--- config.mk ---
export PLATFORM = sky130hd
export DESIGN_NAME = bfs_status
export DESIGN_NICKNAME = d
export VERILOG_FILES = /design/src/rtl/bfs_pkg.sv /design/src/rtl/bfs_flag_if.sv /design/src/rtl/bfs_flag_bank.sv /design/src/rtl/bfs_status.sv
export SDC_FILE = /design/constraint.sdc
export NUM_CORES = 1
export LEC_CHECK = 0
export ABC_AREA = 1
export BUFFER_PORTS_ARGS = -buffer_cell sky130_fd_sc_hd__clkbuf_2
export CAP_MARGIN = 20
export CORE_AREA = 2 2 74 76
export CTS_CLUSTER_DIAMETER = 100
export DETAILED_ROUTE_END_ITERATION = 16
export DIE_AREA = 0 0 76 78
export PLACE_DENSITY = 0.83
export SETUP_SLACK_MARGIN = 0.3
export SLEW_MARGIN = 20
export SYNTH_ARGS = -nofsm -noshare
export SYNTH_HDL_FRONTEND = slang
export SYNTH_SLANG_ARGS = --single-unit
--- constraint.sdc ---
create_clock -name ref_clk -period 0.8 [get_ports ref_clk]
set_input_delay 0.12 -clock ref_clk [delete_from_list [all_inputs] [get_ports ref_clk]]
set_output_delay 0.12 -clock ref_clk [all_outputs]
set_load 0.01 [all_outputs]
--- src/rtl/bfs_pkg.sv ---
`default_nettype none
package bfs_pkg;
	// bit positions of the three bus fault flags inside the status word
	localparam int unsigned UNSTACK_BIT   = 11;
	localparam int unsigned IMPRECISE_BIT = 10;
	localparam int unsigned PRECISE_BIT   = 9;
	// width of the status word that holds the flags
	localparam int unsigned STATUS_W      = 12;
	// number of flags held by the flag bank
	localparam int unsigned FLAG_N        = 3;
	// index of each flag inside the bank vector
	localparam int unsigned IDX_PRECISE   = 0;
	localparam int unsigned IDX_IMPRECISE = 1;
	localparam int unsigned IDX_UNSTACK   = 2;
	// reset value of every flag
	localparam logic        FLAG_RESET    = 1'b0;
	// default widths of the fault address and of a priority level
	localparam int unsigned ADDR_W        = 32;
	localparam int unsigned PRIO_W        = 8;
	// reset value of the fault address register
	localparam logic [31:0] ADDR_RESET    = 32'h0000_0000;
endpackage
`default_nettype wire

--- src/rtl/bfs_flag_if.sv ---
`timescale 1ns/1ps
`default_nettype none
// carries set, clear and state of the flag bank between top and bank
interface bfs_flag_if #(
	parameter int unsigned N = bfs_pkg::FLAG_N
);
	logic [N-1:0] set;   // hardware set pulses, one per flag
	logic [N-1:0] clr;   // write-one-to-clear strobes, one per flag
	logic [N-1:0] flags; // current sticky flag state
	modport bank (input set, input clr, output flags);
	modport user (output set, output clr, input flags);
endinterface
`default_nettype wire

--- src/rtl/bfs_flag_bank.sv ---
`timescale 1ns/1ps
`default_nettype none
// sticky write-one-to-clear flags, set wins over a clear in the same cycle
module bfs_flag_bank #(
	parameter int unsigned N = bfs_pkg::FLAG_N
) (
	input  wire logic ref_clk, // core clock
	input  wire logic nrst,    // async reset, active low
	bfs_flag_if.bank  fl       // set, clear and state of the flags
);
	logic [N-1:0] flag_reg;  // held flag state
	logic [N-1:0] flag_next; // next flag state

	// refuse an empty bank
	if (N < 1) begin : g_chk
		$error("bfs_flag_bank needs at least one flag");
	end

	// one identical cell per flag
	for (genvar i = 0; i < N; i++) begin : g_flag
		// a zero written leaves the flag, a set beats a clear
		assign flag_next[i] = fl.set[i] | (flag_reg[i] & ~fl.clr[i]);

		// state flop, cleared by reset
		always_ff @(posedge ref_clk or negedge nrst) begin
			if (!nrst) begin
				flag_reg[i] <= bfs_pkg::FLAG_RESET;
			end else begin
				flag_reg[i] <= flag_next[i];
			end
		end

	end

	assign fl.flags = flag_reg;
endmodule
`default_nettype wire

--- src/rtl/bfs_status.sv ---
// Behaviour
// - unstack fault sets bit 11, write one clears
// - unstack fault chains to handler, frame kept
// - unstack fault: SP kept, no save, no address
// - imprecise data error sets bit 10, W1C
// - imprecise error never loads fault address
// - imprecise fault waits until priority allows it
// - imprecise and later precise flags both held
// - precise data error flag at bit 9, W1C
// - precise error loads fault address register
`timescale 1ns/1ps
`default_nettype none
module bfs_status #(
	parameter int unsigned AW = bfs_pkg::ADDR_W, // fault address width
	parameter int unsigned PW = bfs_pkg::PRIO_W  // priority level width
) (
	input  wire logic                         ref_clk,             // core clock, 100 MHz
	input  wire logic                         nrst,                // async reset, active low
	input  wire logic                         unstack_fault_evt,   // bus fault while unstacking
	input  wire logic                         imprecise_err_evt,   // imprecise data bus error
	input  wire logic                         precise_err_evt,     // precise data bus error
	input  wire logic [AW-1:0]                precise_err_addr,    // address of precise error
	input  wire logic [PW-1:0]                exec_prio,           // current execution priority
	input  wire logic [PW-1:0]                bus_fault_prio,      // bus fault priority
	input  wire logic                         sw_clr_wr,           // software status write
	input  wire logic [bfs_pkg::STATUS_W-1:0] sw_clr_data,         // write data, ones clear
	output logic [bfs_pkg::STATUS_W-1:0]      status_word,         // flags at their bit positions
	output logic                              unstack_bus_fault_flag,    // unstack fault flag
	output logic                              imprecise_data_error_flag, // imprecise error flag
	output logic                              precise_data_error_flag,   // precise error flag
	output logic [AW-1:0]                     bus_fault_address_register, // captured address
	output logic                              fault_addr_load,     // address captured, pulse
	output logic                              chain_to_handler,    // chain into handler, pulse
	output logic                              sp_hold,             // keep SP of failed return
	output logic                              ctx_save_inhibit,    // skip new context save
	output logic                              bus_fault_pending,   // imprecise fault waiting
	output logic                              bus_fault_take       // imprecise fault activates
);
	// refuse widths the logic cannot serve; the address reset value only covers
	// as many bits as the package constant holds
	if (AW < 1 || AW > $bits(bfs_pkg::ADDR_RESET) || PW < 1) begin : g_chk
		$error("bfs_status needs an address width within the reset value and a nonzero priority width");
	end

	// carrier to the flag bank
	bfs_flag_if #(.N(bfs_pkg::FLAG_N)) fl ();

	logic [AW-1:0] addr_reg;    // fault address register
	logic [AW-1:0] addr_next;   // next fault address
	logic          load_reg;    // address load pulse
	logic          chain_reg;   // chain pulse
	logic          sp_hold_reg; // stack pointer hold pulse
	logic          inhibit_reg; // context save inhibit pulse
	logic          pend_reg;    // imprecise fault pending
	logic          pend_next;   // next pending state
	logic          take_reg;    // activation pulse
	logic          prio_allows; // current priority lets bus fault in
	logic          take_now;    // pending fault activates this cycle
	logic          clr_any;     // write carries at least one clearing bit

	// sticky flags live in the bank
	bfs_flag_bank #(.N(bfs_pkg::FLAG_N)) u_bank (
		.ref_clk (ref_clk),
		.nrst    (nrst),
		.fl      (fl.bank)
	);

	// hardware set sources, one per flag
	assign fl.set[bfs_pkg::IDX_UNSTACK]   = unstack_fault_evt;
	assign fl.set[bfs_pkg::IDX_IMPRECISE] = imprecise_err_evt;
	// flags are independent cells, so a precise error never disturbs a held imprecise one
	assign fl.set[bfs_pkg::IDX_PRECISE]   = precise_err_evt;

	// one clearing bit of a software write, shared by all three flags
	function automatic logic clr_hit(input logic                         wr,
			input logic [bfs_pkg::STATUS_W-1:0] data,
			input int unsigned                  pos);
		return wr & data[pos];
	endfunction

	// only ones in the written word clear, zeros leave flags alone
	assign fl.clr[bfs_pkg::IDX_UNSTACK]   = clr_hit(sw_clr_wr, sw_clr_data, bfs_pkg::UNSTACK_BIT);
	assign fl.clr[bfs_pkg::IDX_IMPRECISE] = clr_hit(sw_clr_wr, sw_clr_data, bfs_pkg::IMPRECISE_BIT);
	assign fl.clr[bfs_pkg::IDX_PRECISE]   = clr_hit(sw_clr_wr, sw_clr_data, bfs_pkg::PRECISE_BIT);
	assign clr_any = |fl.clr;

	// flags come straight from the bank flops
	assign unstack_bus_fault_flag    = fl.flags[bfs_pkg::IDX_UNSTACK];
	assign imprecise_data_error_flag = fl.flags[bfs_pkg::IDX_IMPRECISE];
	assign precise_data_error_flag   = fl.flags[bfs_pkg::IDX_PRECISE];

	// status word: flags at their positions, other bits read zero
	always_comb begin
		status_word = '0;
		status_word[bfs_pkg::UNSTACK_BIT]   = unstack_bus_fault_flag;
		status_word[bfs_pkg::IMPRECISE_BIT] = imprecise_data_error_flag;
		status_word[bfs_pkg::PRECISE_BIT]   = precise_data_error_flag;
	end

	// only a precise error has a known address; unstack and imprecise leave it
	assign addr_next = precise_err_evt ? precise_err_addr : addr_reg;

	// fault address register and its load pulse
	always_ff @(posedge ref_clk or negedge nrst) begin
		if (!nrst) begin
			addr_reg <= bfs_pkg::ADDR_RESET[AW-1:0];
			load_reg <= 1'b0;
		end else begin
			addr_reg <= addr_next;
			load_reg <= precise_err_evt;
		end
	end

	// unstack fault: chain to handler over the untouched frame, no save, SP kept
	always_ff @(posedge ref_clk or negedge nrst) begin
		if (!nrst) begin
			chain_reg   <= 1'b0;
			sp_hold_reg <= 1'b0;
			inhibit_reg <= 1'b0;
		end else begin
			chain_reg   <= unstack_fault_evt;
			sp_hold_reg <= unstack_fault_evt;
			inhibit_reg <= unstack_fault_evt;
		end
	end

	// lower number means higher priority; the fault enters only when it outranks
	// the current level, so it waits while a higher handler runs
	assign prio_allows = exec_prio > bus_fault_prio;
	assign take_now    = pend_reg & prio_allows;
	// a fresh error in the take cycle stays pending rather than being swallowed
	assign pend_next   = imprecise_err_evt | (pend_reg & ~take_now);

	// pending state and activation pulse of the asynchronous fault
	always_ff @(posedge ref_clk or negedge nrst) begin
		if (!nrst) begin
			pend_reg <= 1'b0;
			take_reg <= 1'b0;
		end else begin
			pend_reg <= pend_next;
			take_reg <= take_now;
		end
	end

	assign bus_fault_address_register = addr_reg;
	assign fault_addr_load            = load_reg;
	assign chain_to_handler           = chain_reg;
	assign sp_hold                    = sp_hold_reg;
	assign ctx_save_inhibit           = inhibit_reg;
	assign bus_fault_pending          = pend_reg;
	assign bus_fault_take             = take_reg;
endmodule
`default_nettype wire

==> reports/summary.md, run 1 <==
For this design the ratio of total power to cell area is 1680 nW/um^2. At the worst endpoint, the arrival time is 0.83 ns. Traced cell by cell, the critical path runs through clkbuf_2. The detailed router placed 1420 vias in this run.

The initial cell density of the core is 0.375, and the post-synthesis sequential area ratio is 0.516. The share of the cycle needed by the critical path after routing works out to 1.18. For the final routed DRC violation total, the log shows 0. The run gives 39 as the clock sink total. Sequential cell fraction of total power: 0.474. Wire length the detailed router placed on met1: 1540 um.

For the number of slew-limit violations in the final report, the log shows 0. The critical path in this run is classified as register to output port. The logs give 0.00127 W for the switching power of the nets and -0.10 ns for the register-to-register setup slack.

The net count of the finished layout is 336. The logs give 5930 um^2 for the area enclosed by the die boundary and 0 for the antenna violation net count after detailed routing. The worst IR drop on VDD was 1.06 mV; the clock transition at the register clock pins on the worst setup and hold paths after CTS was 0.07 ns. The detailed router used layers up to and including met4. Synthesis inferred 39 register bits. The slowest library cell on the worst path is sky130_fd_sc_hd__dfrtp_1. The number of primary I/O pins is 119, and the timing-limited maximum frequency is 1.06 GHz. The number of CTS-inserted buffers was 5. In this design, the largest share of critical-path delay is due to flip-flops. The HPWL after detailed placement is 3090 um. Summed over all nets, wire length on met3 after detailed routing comes to 288 um. The logs give 0.258 for the part of the power in the clock network and 0 for the initial antenna violation count.

Across the run, the number of max-cap violations was 0. The number of optimization iterations in the first detailed-route pass was 2; the worst-case hold slack was -0.206 ns. The fill cell instance count of the final layout was 407; the buffering stage count on the worst path with inverters included was 1. Between clock sinks in the finished design, the worst skew comes to 0.000207 ns.

For this run, the number of Yosys warnings is 0. Summed over all layers, the global routing overflow is 0. For the finished layout, the period the worst path requires is 0.946 ns. CTS placed an instance of sky130_fd_sc_hd__clkbuf_8 at the clock tree root. Summing every instance area after synthesis gives 1890 um^2.

The number of global-route vias before repair was 1430; the total power draw was 0.00481 W. For the post-detailed-routing wire length, the log shows 4200 um. For the relative contribution of combinational cells to total power, the log shows 0.267. The fraction of synthesized cell area taken by the top area cell type is 0.516. Setup repair after global routing could not meet its margin everywhere. The number of logic stages on the critical path including buffering is 1. The tools report the distinct cell type count of the synthesized netlist as 14.

The type of the tightest min-delay check was primary input to asynchronous set/reset pin. The tools report the number of H-tree branching levels as 2. Compared with the post-synthesis result, the final layout area differs by 51.1%. Yosys attributes the largest share of cell area to sky130_fd_sc_hd__dfrtp_1 52%, sky130_fd_sc_hd__mux2_4 23%, sky130_fd_sc_hd__buf_4 5.6%. The congestion estimate from routability-driven global placement came to 0.771. The biggest area contributor in the post-synthesis netlist is sky130_fd_sc_hd__dfrtp_1. The required time of the critical path came out at 0.68 ns. The switching part of the total came out at 0.265. The critical path capture point type is an output port.

The placeable core area is 5040 um^2. In this design, the stage delay of the slowest critical-path cell is 0.40 ns. In this run the cell area measured after placement is 2520 um^2. The number of antenna diodes in the final layout is 0. The post-synthesis average cell area was 13.7 um^2; the largest net degree at the start of global routing was 40. Number of standard-cell rows in the floorplan: 26. The analysis attributes to cell leakage a power of 1.56 nW. After routing the design area is 2860 um^2. Total count of hold-check failures in the final report: 40.

The clock reaches the later pin of the worst-skew pair after 0.28 ns. The wire length per cell was 12.6 um; the proportion of layout cells with a drive suffix above 1 was 0.715. The global-route wire length before repair was 6780 um; the number of input and output port buffers inserted was 100.

The run finished, with violations left. After the first detailed-routing iteration, the DRC count stood at 47. Measured along the x axis, the die boundary spans 76 um. Before CTS, the worst setup slack after placement is -0.438 ns. In the detailed route, the total length drawn on met2 is 2300 um. For the worst flop-to-flop path, the logic depth is 2. After detailed routing, the number of vias per cell comes to 4.26. The die is 78 um tall. The run gives -6.61 ns as the aggregate negative setup slack. After technology mapping, the gate count stands at 138. Of all nets on the critical path, the largest fanout is 3. The total global-route track usage was 0.146; the final worst slack was -0.146 ns. The run gives 0.00353 W as the design internal power. Setup violations remaining at the end of the flow were counted as 62. TritonCTS built the clock tree. The checks that failed: hold timing, setup timing.

The worst setup path is launched from a register. The maximum clock path buffer count is 2.
cell type report:
| cell class | instances | area (um^2) | area share |
|---|---|---|---|
| flip-flops and latches | 39 | 976 | 0.341 |
| multi-input cells | 76 | 837 | 0.293 |
| repair buffers | 127 | 803 | 0.281 |
| well taps | 70 | 87.6 | 0.0306 |
| clock buffers | 7 | 76.3 | 0.0267 |
| inverters | 13 | 73.8 | 0.0258 |
| clock inverters | 1 | 5.00 | 0.00175 |
final timing paths:
| path | to | startpoint |
|---|---|---|
| worst max-delay path | imprecise_data_error_flag | u_bank.fl.flags[1] |
| worst min-delay path | bus_fault_address_register[18] | nrst |
| worst max register to register | bus_fault_address_register[21] | bus_fault_address_register[21] |
| worst min register to register | bus_fault_address_register[8] | bus_fault_address_register[8] |
| max in group asynchronous | bus_fault_address_register[3] | nrst |
| min in group ref_clk | ctx_save_inhibit | unstack_fault_evt |
state kept, by name (all words and copies together) (netlist names):
name,flops
bus_fault_pending,1
u_bank.fl.flags,3
fault_addr_load,1
bus_fault_take,1
ctx_save_inhibit,1
bus_fault_address_register,32
placed cells by master (no fill, tap or decap):
master,synthesis,layout
sky130_fd_sc_hd__mux2_4,29,31
sky130_fd_sc_hd__inv_4,0,3
sky130_fd_sc_hd__buf_4,14,15
sky130_fd_sc_hd__inv_1,13,5
sky130_fd_sc_hd__inv_6,0,1
sky130_fd_sc_hd__a21o_1,3,3
sky130_fd_sc_hd__nand2_1,17,12
sky130_fd_sc_hd__clkbuf_8,0,6
sky130_fd_sc_hd__inv_12,0,1
sky130_fd_sc_hd__inv_2,0,3
sky130_fd_sc_hd__buf_12,3,3
sky130_fd_sc_hd__nand2_2,0,5
sky130_fd_sc_hd__clkbuf_2,0,98
sky130_fd_sc_hd__clkbuf_1,0,2
sky130_fd_sc_hd__conb_1,1,9
sky130_fd_sc_hd__nor2_2,0,2
sky130_fd_sc_hd__ha_1,8,1
sky130_fd_sc_hd__clkinv_2,0,1
sky130_fd_sc_hd__clkbuf_16,0,1
sky130_fd_sc_hd__nand4_1,1,1
sky130_fd_sc_hd__ha_4,0,7
sky130_fd_sc_hd__nor2_1,4,2
sky130_fd_sc_hd__buf_6,1,9
sky130_fd_sc_hd__a21oi_1,2,1
sky130_fd_sc_hd__mux2_2,3,1
sky130_fd_sc_hd__dfrtp_1,39,39
sky130_fd_sc_hd__a21oi_2,0,1
Yosys cell counts, drive strengths merged:
cell	instances
a21o	3
a21oi	2
buf	18
conb	1
dfrtp	39
ha	8
inv	13
mux2	32
nand2	17
nand4	1
nor2	4
stage by stage:
| stage | utilization | instances |
|---|---|---|
| global route | 0.567 | 333 |
| global placement | 0.500 | 303 |
| detailed placement | 0.500 | 303 |
| floorplan | - | 146 |
| CTS | 0.548 | 327 |
| finish | 0.567 | 333 |
kinds of logic after synthesis:
kind of cell,after synthesis,share of synthesized area
adder cells (fa/ha/maj),8,0.0529
multiplexers,32,0.248
AND/OR/NAND/NOR,22,0.0450
AO/OA/AOI/OAI,5,0.0172
other,1,0.00198
buffers and inverters,31,0.119
flip-flops,39,0.516
power by group through the flow:
| stage | Combinational [W] | Clock (W) | Sequential [W] |
|---|---|---|---|
| 3_5_place_dp | 0.00107 | 0 | 0.00231 |
| 6_report | 0.00128 | 0.00124 | 0.00228 |
| 4_1_cts | 0.00122 | 0.00131 | 0.00227 |
| 5_1_grt | 0.00139 | 0.00143 | 0.00230 |
| 3_3_place_gp | 0.00103 | 0 | 0.00230 |
| 2_1_floorplan | 0.000562 | 0 | 0.00239 |
layer usage:
metal,global-route usage,vias to the layer above
li1,-,671
met1,0.164,676
met2,0.263,65
met3,0.0430,8
met4,0.0527,0
met5,0,-
repair_timing:
| action | in CTS | in global routing |
|---|---|---|
| hold endpoints to repair | 40 | 40 |
| setup buffers | 16 | 6 |
| gates resized for setup | 8 | 15 |
| pin swaps | 7 | 5 |
| setup endpoints to repair | 81 | 81 |
Power figures use the tool's default switching activity.
==> run 2: changes to the inputs <==
Settings changed: CORE_AREA 2 2 74 76 to 5 5 75 77, CTS_BUF_LIST from default to sky130_fd_sc_hd__clkbuf_8, DIE_AREA 0 0 76 78 to 0 0 80 82, PLACE_DENSITY 0.83 to 0.86.
==> reports/summary.md, run 2 (synthesized netlist as in run 1, its figures left out) <==
The total global-route track usage was 0.129 (-0.0168); the final worst slack was -0.154 ns (-0.00836 ns). The standby leakage power is 1.56 nW (+0.24%). The number of input and output port buffers inserted came out at 100 (unchanged).

The total number of vias was 1401 (-1.3%); the die outline width was 80 um (+5.3%). The leading cell type in the layout, fill and taps excluded is sky130_fd_sc_hd__clkbuf_2. Largest fanout on the critical path: 2 (-1). The run gives 0 (unchanged) as the initial antenna violation count. The slowest stage of the critical path is the sky130_fd_sc_hd__dfrtp_1 cell.

The area enclosed by the die boundary was 6560 um^2 (+11%); the share of the cycle needed by the critical path after routing was 1.19 (+0.0105). The total count of hold-check failures in the final report came out at 40 (unchanged). The number of logic stages on the critical path including buffering was 1 (unchanged); the number of primary I/O pins was 119 (unchanged).

The type of element launching the critical path was a register. Timing-limited maximum frequency: 1.05 GHz (-0.88%). The tightest min-delay check is of the primary input to asynchronous set/reset pin type.

The worst reg-to-reg path cell count was 2 (unchanged); the setup slack at placement was -0.380 ns (+0.0580 ns). The overflow left after global routing is 0 (unchanged). The via-per-instance ratio is 4.21 (-1.3%), and the final period demand of the worst path is 0.954 ns (+0.00836 ns). Clock sink total: 39 (unchanged). The run gives 21 (-55%) as the violation count after the first detailed-routing iteration. The post-detailed-routing wire length came out at 4310 um (+2.6%).

The height of the die was 82 um (+5.1%); the number of standard-cell rows in the floorplan was 26 (unchanged). Number of global-route vias before repair: 1452 (+1.5%). The critical path goes through buf_6.

The total power per unit cell area was 1690 nW/um^2 (+0.35%). TritonCTS built the clock tree. The run gives 0 (unchanged) as the final routed DRC violation total.

The tools report the master cell of the clock root buffer as sky130_fd_sc_hd__clkbuf_8. The register-to-register setup slack was -0.11 ns (about the same). The wire length per cell works out to 12.9 um (+2.6%). For the global-route wire length before repair, the log shows 6380 um (-5.8%). The run gives 3220 um (+4.2%) as the total half-perimeter wirelength after legalization and detailed placement. The number of flip-flops in the largest register is 32 (unchanged), and the number of slew-limit violations in the final report is 0 (unchanged). The clock transition at the register clock pins on the worst setup and hold paths after CTS is 0.08 ns (about the same). The buffering stage count on the worst path with inverters included came out at 1 (unchanged). The tools report the critical path capture point type as an output port.

For the critical path data arrival time, the log shows 0.83 ns (about the same). On the critical path the largest part of the delay comes from flip-flops. The tools report the antenna violation net count after detailed routing as 0 (unchanged). By startpoint and endpoint, the worst setup path is classified as register to output port.

The tools report the number of antenna diodes as 0 (unchanged). For the number of H-tree branching levels, the log shows 2 (unchanged). The run finished, with violations left. The aggregate negative setup slack was -7.11 ns (-0.505 ns); the maximum clock path buffer count was 2 (unchanged).

The proportion of layout cells with a drive suffix above 1 is 0.707 (-0.00760), and the area growth from synthesis to layout is 51.9%. Setup repair after global routing could not meet its margin everywhere. The initial cell density of the core was 0.383 (+0.00741); the final estimated routing congestion in global placement was 0.747 (-3.2%). The insertion delay to the later sink of the worst-skew pair is 0.28 ns (about the same).

The checks that failed: hold timing, setup timing. The largest net degree at the start of global routing came out at 40 (unchanged). For the placeable core area, the log shows 4940 um^2 (-1.9%).

The worst clock skew is 0.0000623 ns (-0.000144 ns). The net total in the final layout is 336 (unchanged). The worst IR drop on VDD came out at 1.05 mV (-0.77%).

The tools report the final count of negative-setup-slack endpoints as 66 (+6.5%). The required time of the critical path is 0.68 ns (about the same). The delay of the slowest cell on the worst path is 0.41 ns (about the same). The number of CTS-inserted buffers is 5 (unchanged), and the number of max-cap violations is 0 (unchanged).

The worst-case hold slack is -0.208 ns (-0.00119 ns). The library cells used most frequently in the layout, excluding fill and tap cells, are 96 x sky130_fd_sc_hd__clkbuf_2, 39 x sky130_fd_sc_hd__dfrtp_1, 29 x sky130_fd_sc_hd__mux2_4. The number of optimization iterations in the first detailed-route pass was 4 (+2).
-- run 2: final timing paths --
kind | start | to
max | bus_fault_address_register[11] | bus_fault_address_register[11]
max in group asynchronous | nrst | bus_fault_address_register[24]
min in group ref_clk | unstack_fault_evt | ctx_save_inhibit
max reg2reg | bus_fault_address_register[11] | bus_fault_address_register[11]
min | nrst | bus_fault_address_register[4]
min reg2reg | u_bank.fl.flags[1] | u_bank.fl.flags[1]
-- run 2: cell type report --
| class | count | area (um^2) |
|---|---|---|
| clock buffer | 5 | 68.8 |
| tap | 70 | 87.6 |
| inverter | 13 | 73.8 |
| clock inverter | 3 | 16.3 |
| timing repair buffer | 127 | 827 |
| sequential | 39 | 976 |
| fill | 433 | 2070 |
| multi-input combinational | 76 | 823 |
-- run 2: what timing repair did --
item | CTS | global route
gates resized for setup | 8 | 17
pin swaps | 8 | 5
setup endpoints to repair | 81 | 81
hold endpoints to repair | 40 | 40
setup buffers | 21 | 3
-- run 2: through the flow --
| stage | total power (W) | cells | instance area (um^2) | hold slack, ns | utilization |
|---|---|---|---|---|---|
| after floorplan | 0.00295 | 146 | 2060 | -0.176 | - |
| after global placement | 0.00333 | 301 | 2510 | 0.105 | 0.507 |
| after detailed placement | 0.00336 | 301 | 2510 | 0.108 | 0.507 |
| after CTS | 0.00482 | 330 | 2800 | -0.212 | 0.565 |
| after global routing | 0.00513 | 333 | 2870 | -0.205 | 0.581 |
| final | 0.00485 | 333 | 2870 | -0.208 | 0.581 |
-- run 2: power by group --
group | internal [W] | switching [W]
clock | 0.000596 | 0.000662
combinational | 0.000783 | 0.000525
sequential | 0.00216 | 0.000118
-- run 2: routing by layer --
layer	routed length, um	global-route usage	vias up
li1	-	-	671
met1	1530	0.132	673
met2	2440	0.247	52
met3	290	0.0439	5
met4	41	0.0372	0
met5	0	0	-
==> run 3: changes to the inputs <==
Settings changed: CORE_AREA 5 5 75 77 to 5 5 76 78, DIE_AREA 0 0 80 82 to 0 0 81 83, SYNTH_HIERARCHICAL from default to 1.
==> reports/summary.md, run 3 <==
The adder and majority cell fraction of the synthesized area came out at 0.0518 (-0.00113). TritonCTS built the clock tree. Post-synthesis sequential area ratio: 0.505 (-0.0110). Relative to the synthesized area, the layout overhead comes to 52.2%.

The overflow left after global routing was 0 (unchanged). Worst-case hold slack: -0.215 ns (-0.00773 ns). The critical path data arrival time is 0.83 ns (about the same).

The largest fanout on the critical path works out to 3 (+1). The run gives 0.128 (-0.00112) as the total global-route track usage. Ranked by total cell area, the synthesized netlist is headed by sky130_fd_sc_hd__dfrtp_1 50%, sky130_fd_sc_hd__mux2_4 23%, sky130_fd_sc_hd__buf_4 5.4%. The synthesized area was 1930 um^2 (+2.2%).

The critical path is of the register to output port type. The final standard cell utilization of the core is 0.587 (+0.00644). Total power per unit cell area: 1770 nW/um^2 (+4.8%). The run gives 63 (-4.5%) as the final count of negative-setup-slack endpoints. The run gives 5 (unchanged) as the number of CTS-inserted buffers. The required time of the critical path came out at 0.68 ns (about the same).

For the fill cell instance count of the final layout, the log shows 429 (-0.92%). Post-synthesis average cell area: 12.9 um^2 (-6.0%). Of all cell types, the one taking the most synthesized area is sky130_fd_sc_hd__dfrtp_1. The final reports fail on hold timing, setup timing.

The largest net degree at the start of global routing was 32 (-20%). The global-route wire length before repair is 6730 um (+5.5%), and the die outline width is 81 um (+1.3%). The kind of cell with the highest combined delay along the critical path is flip-flops. Slowest library cell on the worst path: sky130_fd_sc_hd__dfrtp_1. The share of the synthesized netlist area taken by xor and xnor gates is 0 (unchanged). The run gives 26 (unchanged) as the number of standard-cell rows in the floorplan. The number of flip-flops in the largest register came out at 32 (unchanged). The library cell used most frequently in the layout, excluding fill and tap cells, is sky130_fd_sc_hd__clkbuf_2.

Placed instance area: 2540 um^2 (+1.2%). Setup repair after global routing could not meet its margin everywhere. The logs give 119 (unchanged) for the number of primary I/O pins and 0.28 ns (about the same) for the insertion delay to the later sink of the worst-skew pair.

The number of global-route vias before repair came out at 1513 (+4.2%). The type of the tightest min-delay check was primary input to asynchronous set/reset pin. The register bit count reported by yosys works out to 39 (unchanged).

The run gives 0.00134 W (+2.7%) as the switching power of the nets. Share of the cycle needed by the critical path after routing: 1.18 (-0.0111). The run gives 346 (+3.0%) as the net total in the final layout. Design internal power: 0.00386 W (+9.0%). The initial antenna violation count was 0 (unchanged). The tools report the setup slack at placement as -0.360 ns (+0.0198 ns).

The top cell types in the final layout, fill and taps aside, are 90 x sky130_fd_sc_hd__clkbuf_2, 39 x sky130_fd_sc_hd__dfrtp_1, 30 x sky130_fd_sc_hd__mux2_4. Main combinational cell family by area after synthesis: multiplexers. In this run the clock root is driven by a sky130_fd_sc_hd__clkbuf_8. In the synthesized netlist the dominant register cell turns out to be sky130_fd_sc_hd__dfrtp_1. Total half-perimeter wirelength after legalization and detailed placement: 3340 um (+3.7%). The timing startpoint of the critical path was u_bank/fl.flags[0]. The fraction of synthesized cell area taken by the top area cell type came out at 0.505 (-0.0110). The run gives 0.386 (+0.00327) as the initial cell density of the core. Fraction of the mapped netlist area in simple logic gates: 0.0518 (+0.00681).

The number of max-cap violations was 0 (unchanged). The run gives 1.63 nW (+4.1%) as the standby leakage power. The final period demand of the worst path was 0.945 ns (-0.00891 ns); the via-per-instance ratio was 4.15 (-1.3%). The delay of the slowest cell on the worst path is 0.40 ns (about the same), and the relative contribution of combinational cells to total power is 0.254 (-0.016). The number of flops mapped to enable cells by yosys works out to 0 (unchanged).

The number of H-tree branching levels came out at 2 (unchanged). The timing-limited maximum frequency came out at 1.06 GHz (+0.94%). The run gives 0 (unchanged) as the final routed DRC violation total. The run gives 0.0000958 ns (+0.0000336 ns) as the worst clock skew. The run gives 6 (+6) as the count of yosys warnings during synthesis. The placeable core area came out at 5010 um^2 (+1.3%). Clock transition at the register clock pins on the worst setup and hold paths after CTS: 0.08 ns (about the same). The tools report the final instance area as 2940 um^2 (+2.4%).

Traced cell by cell, the critical path runs through clkbuf_2. The worst IR drop on VDD was 0.647 mV (-38%); the antenna violation net count after detailed routing was 0 (unchanged). The switching part of the total was 0.258 (-0.0116); the buffering stage count on the worst path with inverters included was 1 (unchanged). Ranked by instance count, the synthesized netlist is headed by 39 x sky130_fd_sc_hd__dfrtp_1, 30 x sky130_fd_sc_hd__mux2_4, 23 x sky130_fd_sc_hd__inv_1. The tools report the total number of vias as 1424 (+1.6%). The multiplexer fraction of the synthesized cell area is 0.245 (-0.00336). The part of the power in the clock network was 0.310 (+0.050). The number of input and output port buffers inserted is 100 (unchanged), and the total count of hold-check failures in the final report is 40 (unchanged). The number of slew-limit violations in the final report was 0 (unchanged). The tools report the violation count after the first detailed-routing iteration as 15 (-29%). Number of optimization iterations in the first detailed-route pass: 2 (-2). Critical path capture point type: an output port.

The flow ran to the end, but the final reports show violations. The sequential cell fraction of total power is 0.436 (-0.034), and the area enclosed by the die boundary is 6720 um^2 (+2.5%). The distinct cell type count of the synthesized netlist is 14 (unchanged). The share of synthesized flip-flops with an asynchronous set or reset came out at 1.00 (unchanged).

The proportion of layout cells with a drive suffix above 1 was 0.685 (-0.0222). Height of the die: 83 um (+1.2%). The run gives 0.718 (-3.8%) as the final estimated routing congestion in global placement. The most common cell in the netlist is sky130_fd_sc_hd__dfrtp_1. The logs give 4520 um (+4.9%) for the post-detailed-routing wire length and -0.145 ns (+0.00891 ns) for the final worst slack.

The compound-cell area share of the yosys netlist was 0.00906 (-0.00813); the wire length per cell was 13.2 um (+1.8%). The startpoint identified for the worst register-to-register timing path is bus_fault_address_register[21]. For the clock sink total, the log shows 39 (unchanged). For the maximum clock path buffer count, the log shows 2 (unchanged). The synthesized netlist cell count is 150 (+8.7%).

The type of element launching the critical path was a register. The run gives 0 (unchanged) as the number of antenna diodes.
==> run 3: changes by cell type after synthesis <==
cell / before / now
sky130_fd_sc_hd__mux2_2: 3 / 2
sky130_fd_sc_hd__nor2_1: 4 / 3
sky130_fd_sc_hd__nand2_1: 17 / 22
sky130_fd_sc_hd__mux2_4: 29 / 30
sky130_fd_sc_hd__inv_1: 13 / 23
sky130_fd_sc_hd__a21o_1: 3 / 1
==> run 3: worst paths after layout <==
check | end | cells after the start | slack [ns]
max | status_word[9] | 1 | -0.15
min | bus_fault_address_register[2] | 2 | -0.22
max reg2reg | bus_fault_address_register[21] | 2 | -0.10
min reg2reg | u_bank/fl.flags[1] | 2 | 0.50
max in group asynchronous | bus_fault_address_register[27] | 2 | 0.77
min in group ref_clk | ctx_save_inhibit | 1 | -0.04
==> run 3: repair_timing <==
item | 4_1_cts | 5_1_grt
setup endpoints to repair | 81 | 81
setup buffers | 14 | 7
gates resized for setup | 8 | 28
pin swaps | 2 | 12
hold endpoints to repair | 40 | 40
==> run 3: final cells by class <==
| cell class | count | area [um^2] | share of cell area |
|---|---|---|---|
| timing repair buffer | 125 | 805 | 0.273 |
| clock buffer | 5 | 68.8 | 0.0234 |
| inverter | 23 | 121 | 0.0412 |
| clock inverter | 3 | 43.8 | 0.0149 |
| tap | 70 | 87.6 | 0.0298 |
| sequential | 39 | 976 | 0.332 |
| multi-input combinational | 78 | 841 | 0.286 |
==> run 3: per-layer routing <==
metal | vias to the layer above | track usage | share of wire
met5 | - | 0 | 0
met4 | 0 | 0.0323 | 0.0060
met3 | 4 | 0.0465 | 0.086
met2 | 67 | 0.231 | 0.52
met1 | 662 | 0.138 | 0.39
li1 | 691 | - | -
==> run 3: worst reg2reg max path: stages, from the launching register on <==
cell	delay (ns)
sky130_fd_sc_hd__dfrtp_1	0.39
sky130_fd_sc_hd__buf_4	0.13
sky130_fd_sc_hd__mux2_4	0.26
==> run 3: logic make-up (layout without fill, tap and decap cells) <==
family                     Yosys count  in the layout
DFF                                 39             39
other                                1              9
muxes                               32             32
adders and majority gates            8              8
and+or+nand+nor                     26             26
buffers and inverters               41            156
AOI/OAI and AO/OA                    3              3
==> run 3: power by group through the flow <==
stage,clock (W),sequential (W),combinational (W)
final,0.00161,0.00227,0.00132
after global routing,0.00178,0.00229,0.00143
after CTS,0.00167,0.00226,0.00121
after detailed placement,0,0.00230,0.00107
after global placement,0,0.00229,0.00104
after floorplan,0,0.00239,0.000575
==> run 3: through the flow <==
step	power (W)	TNS [ns]	hold WS, ns	cells
6_report	0.00520	-6.90	-0.215	343
4_1_cts	0.00513	-6.75	-0.213	336
3_5_place_dp	0.00337	-5.35	0.100	314
2_1_floorplan	0.00297	-0.151	-0.176	158
5_1_grt	0.00550	-9.20	-0.196	343
3_3_place_gp	0.00333	-4.90	0.0935	314
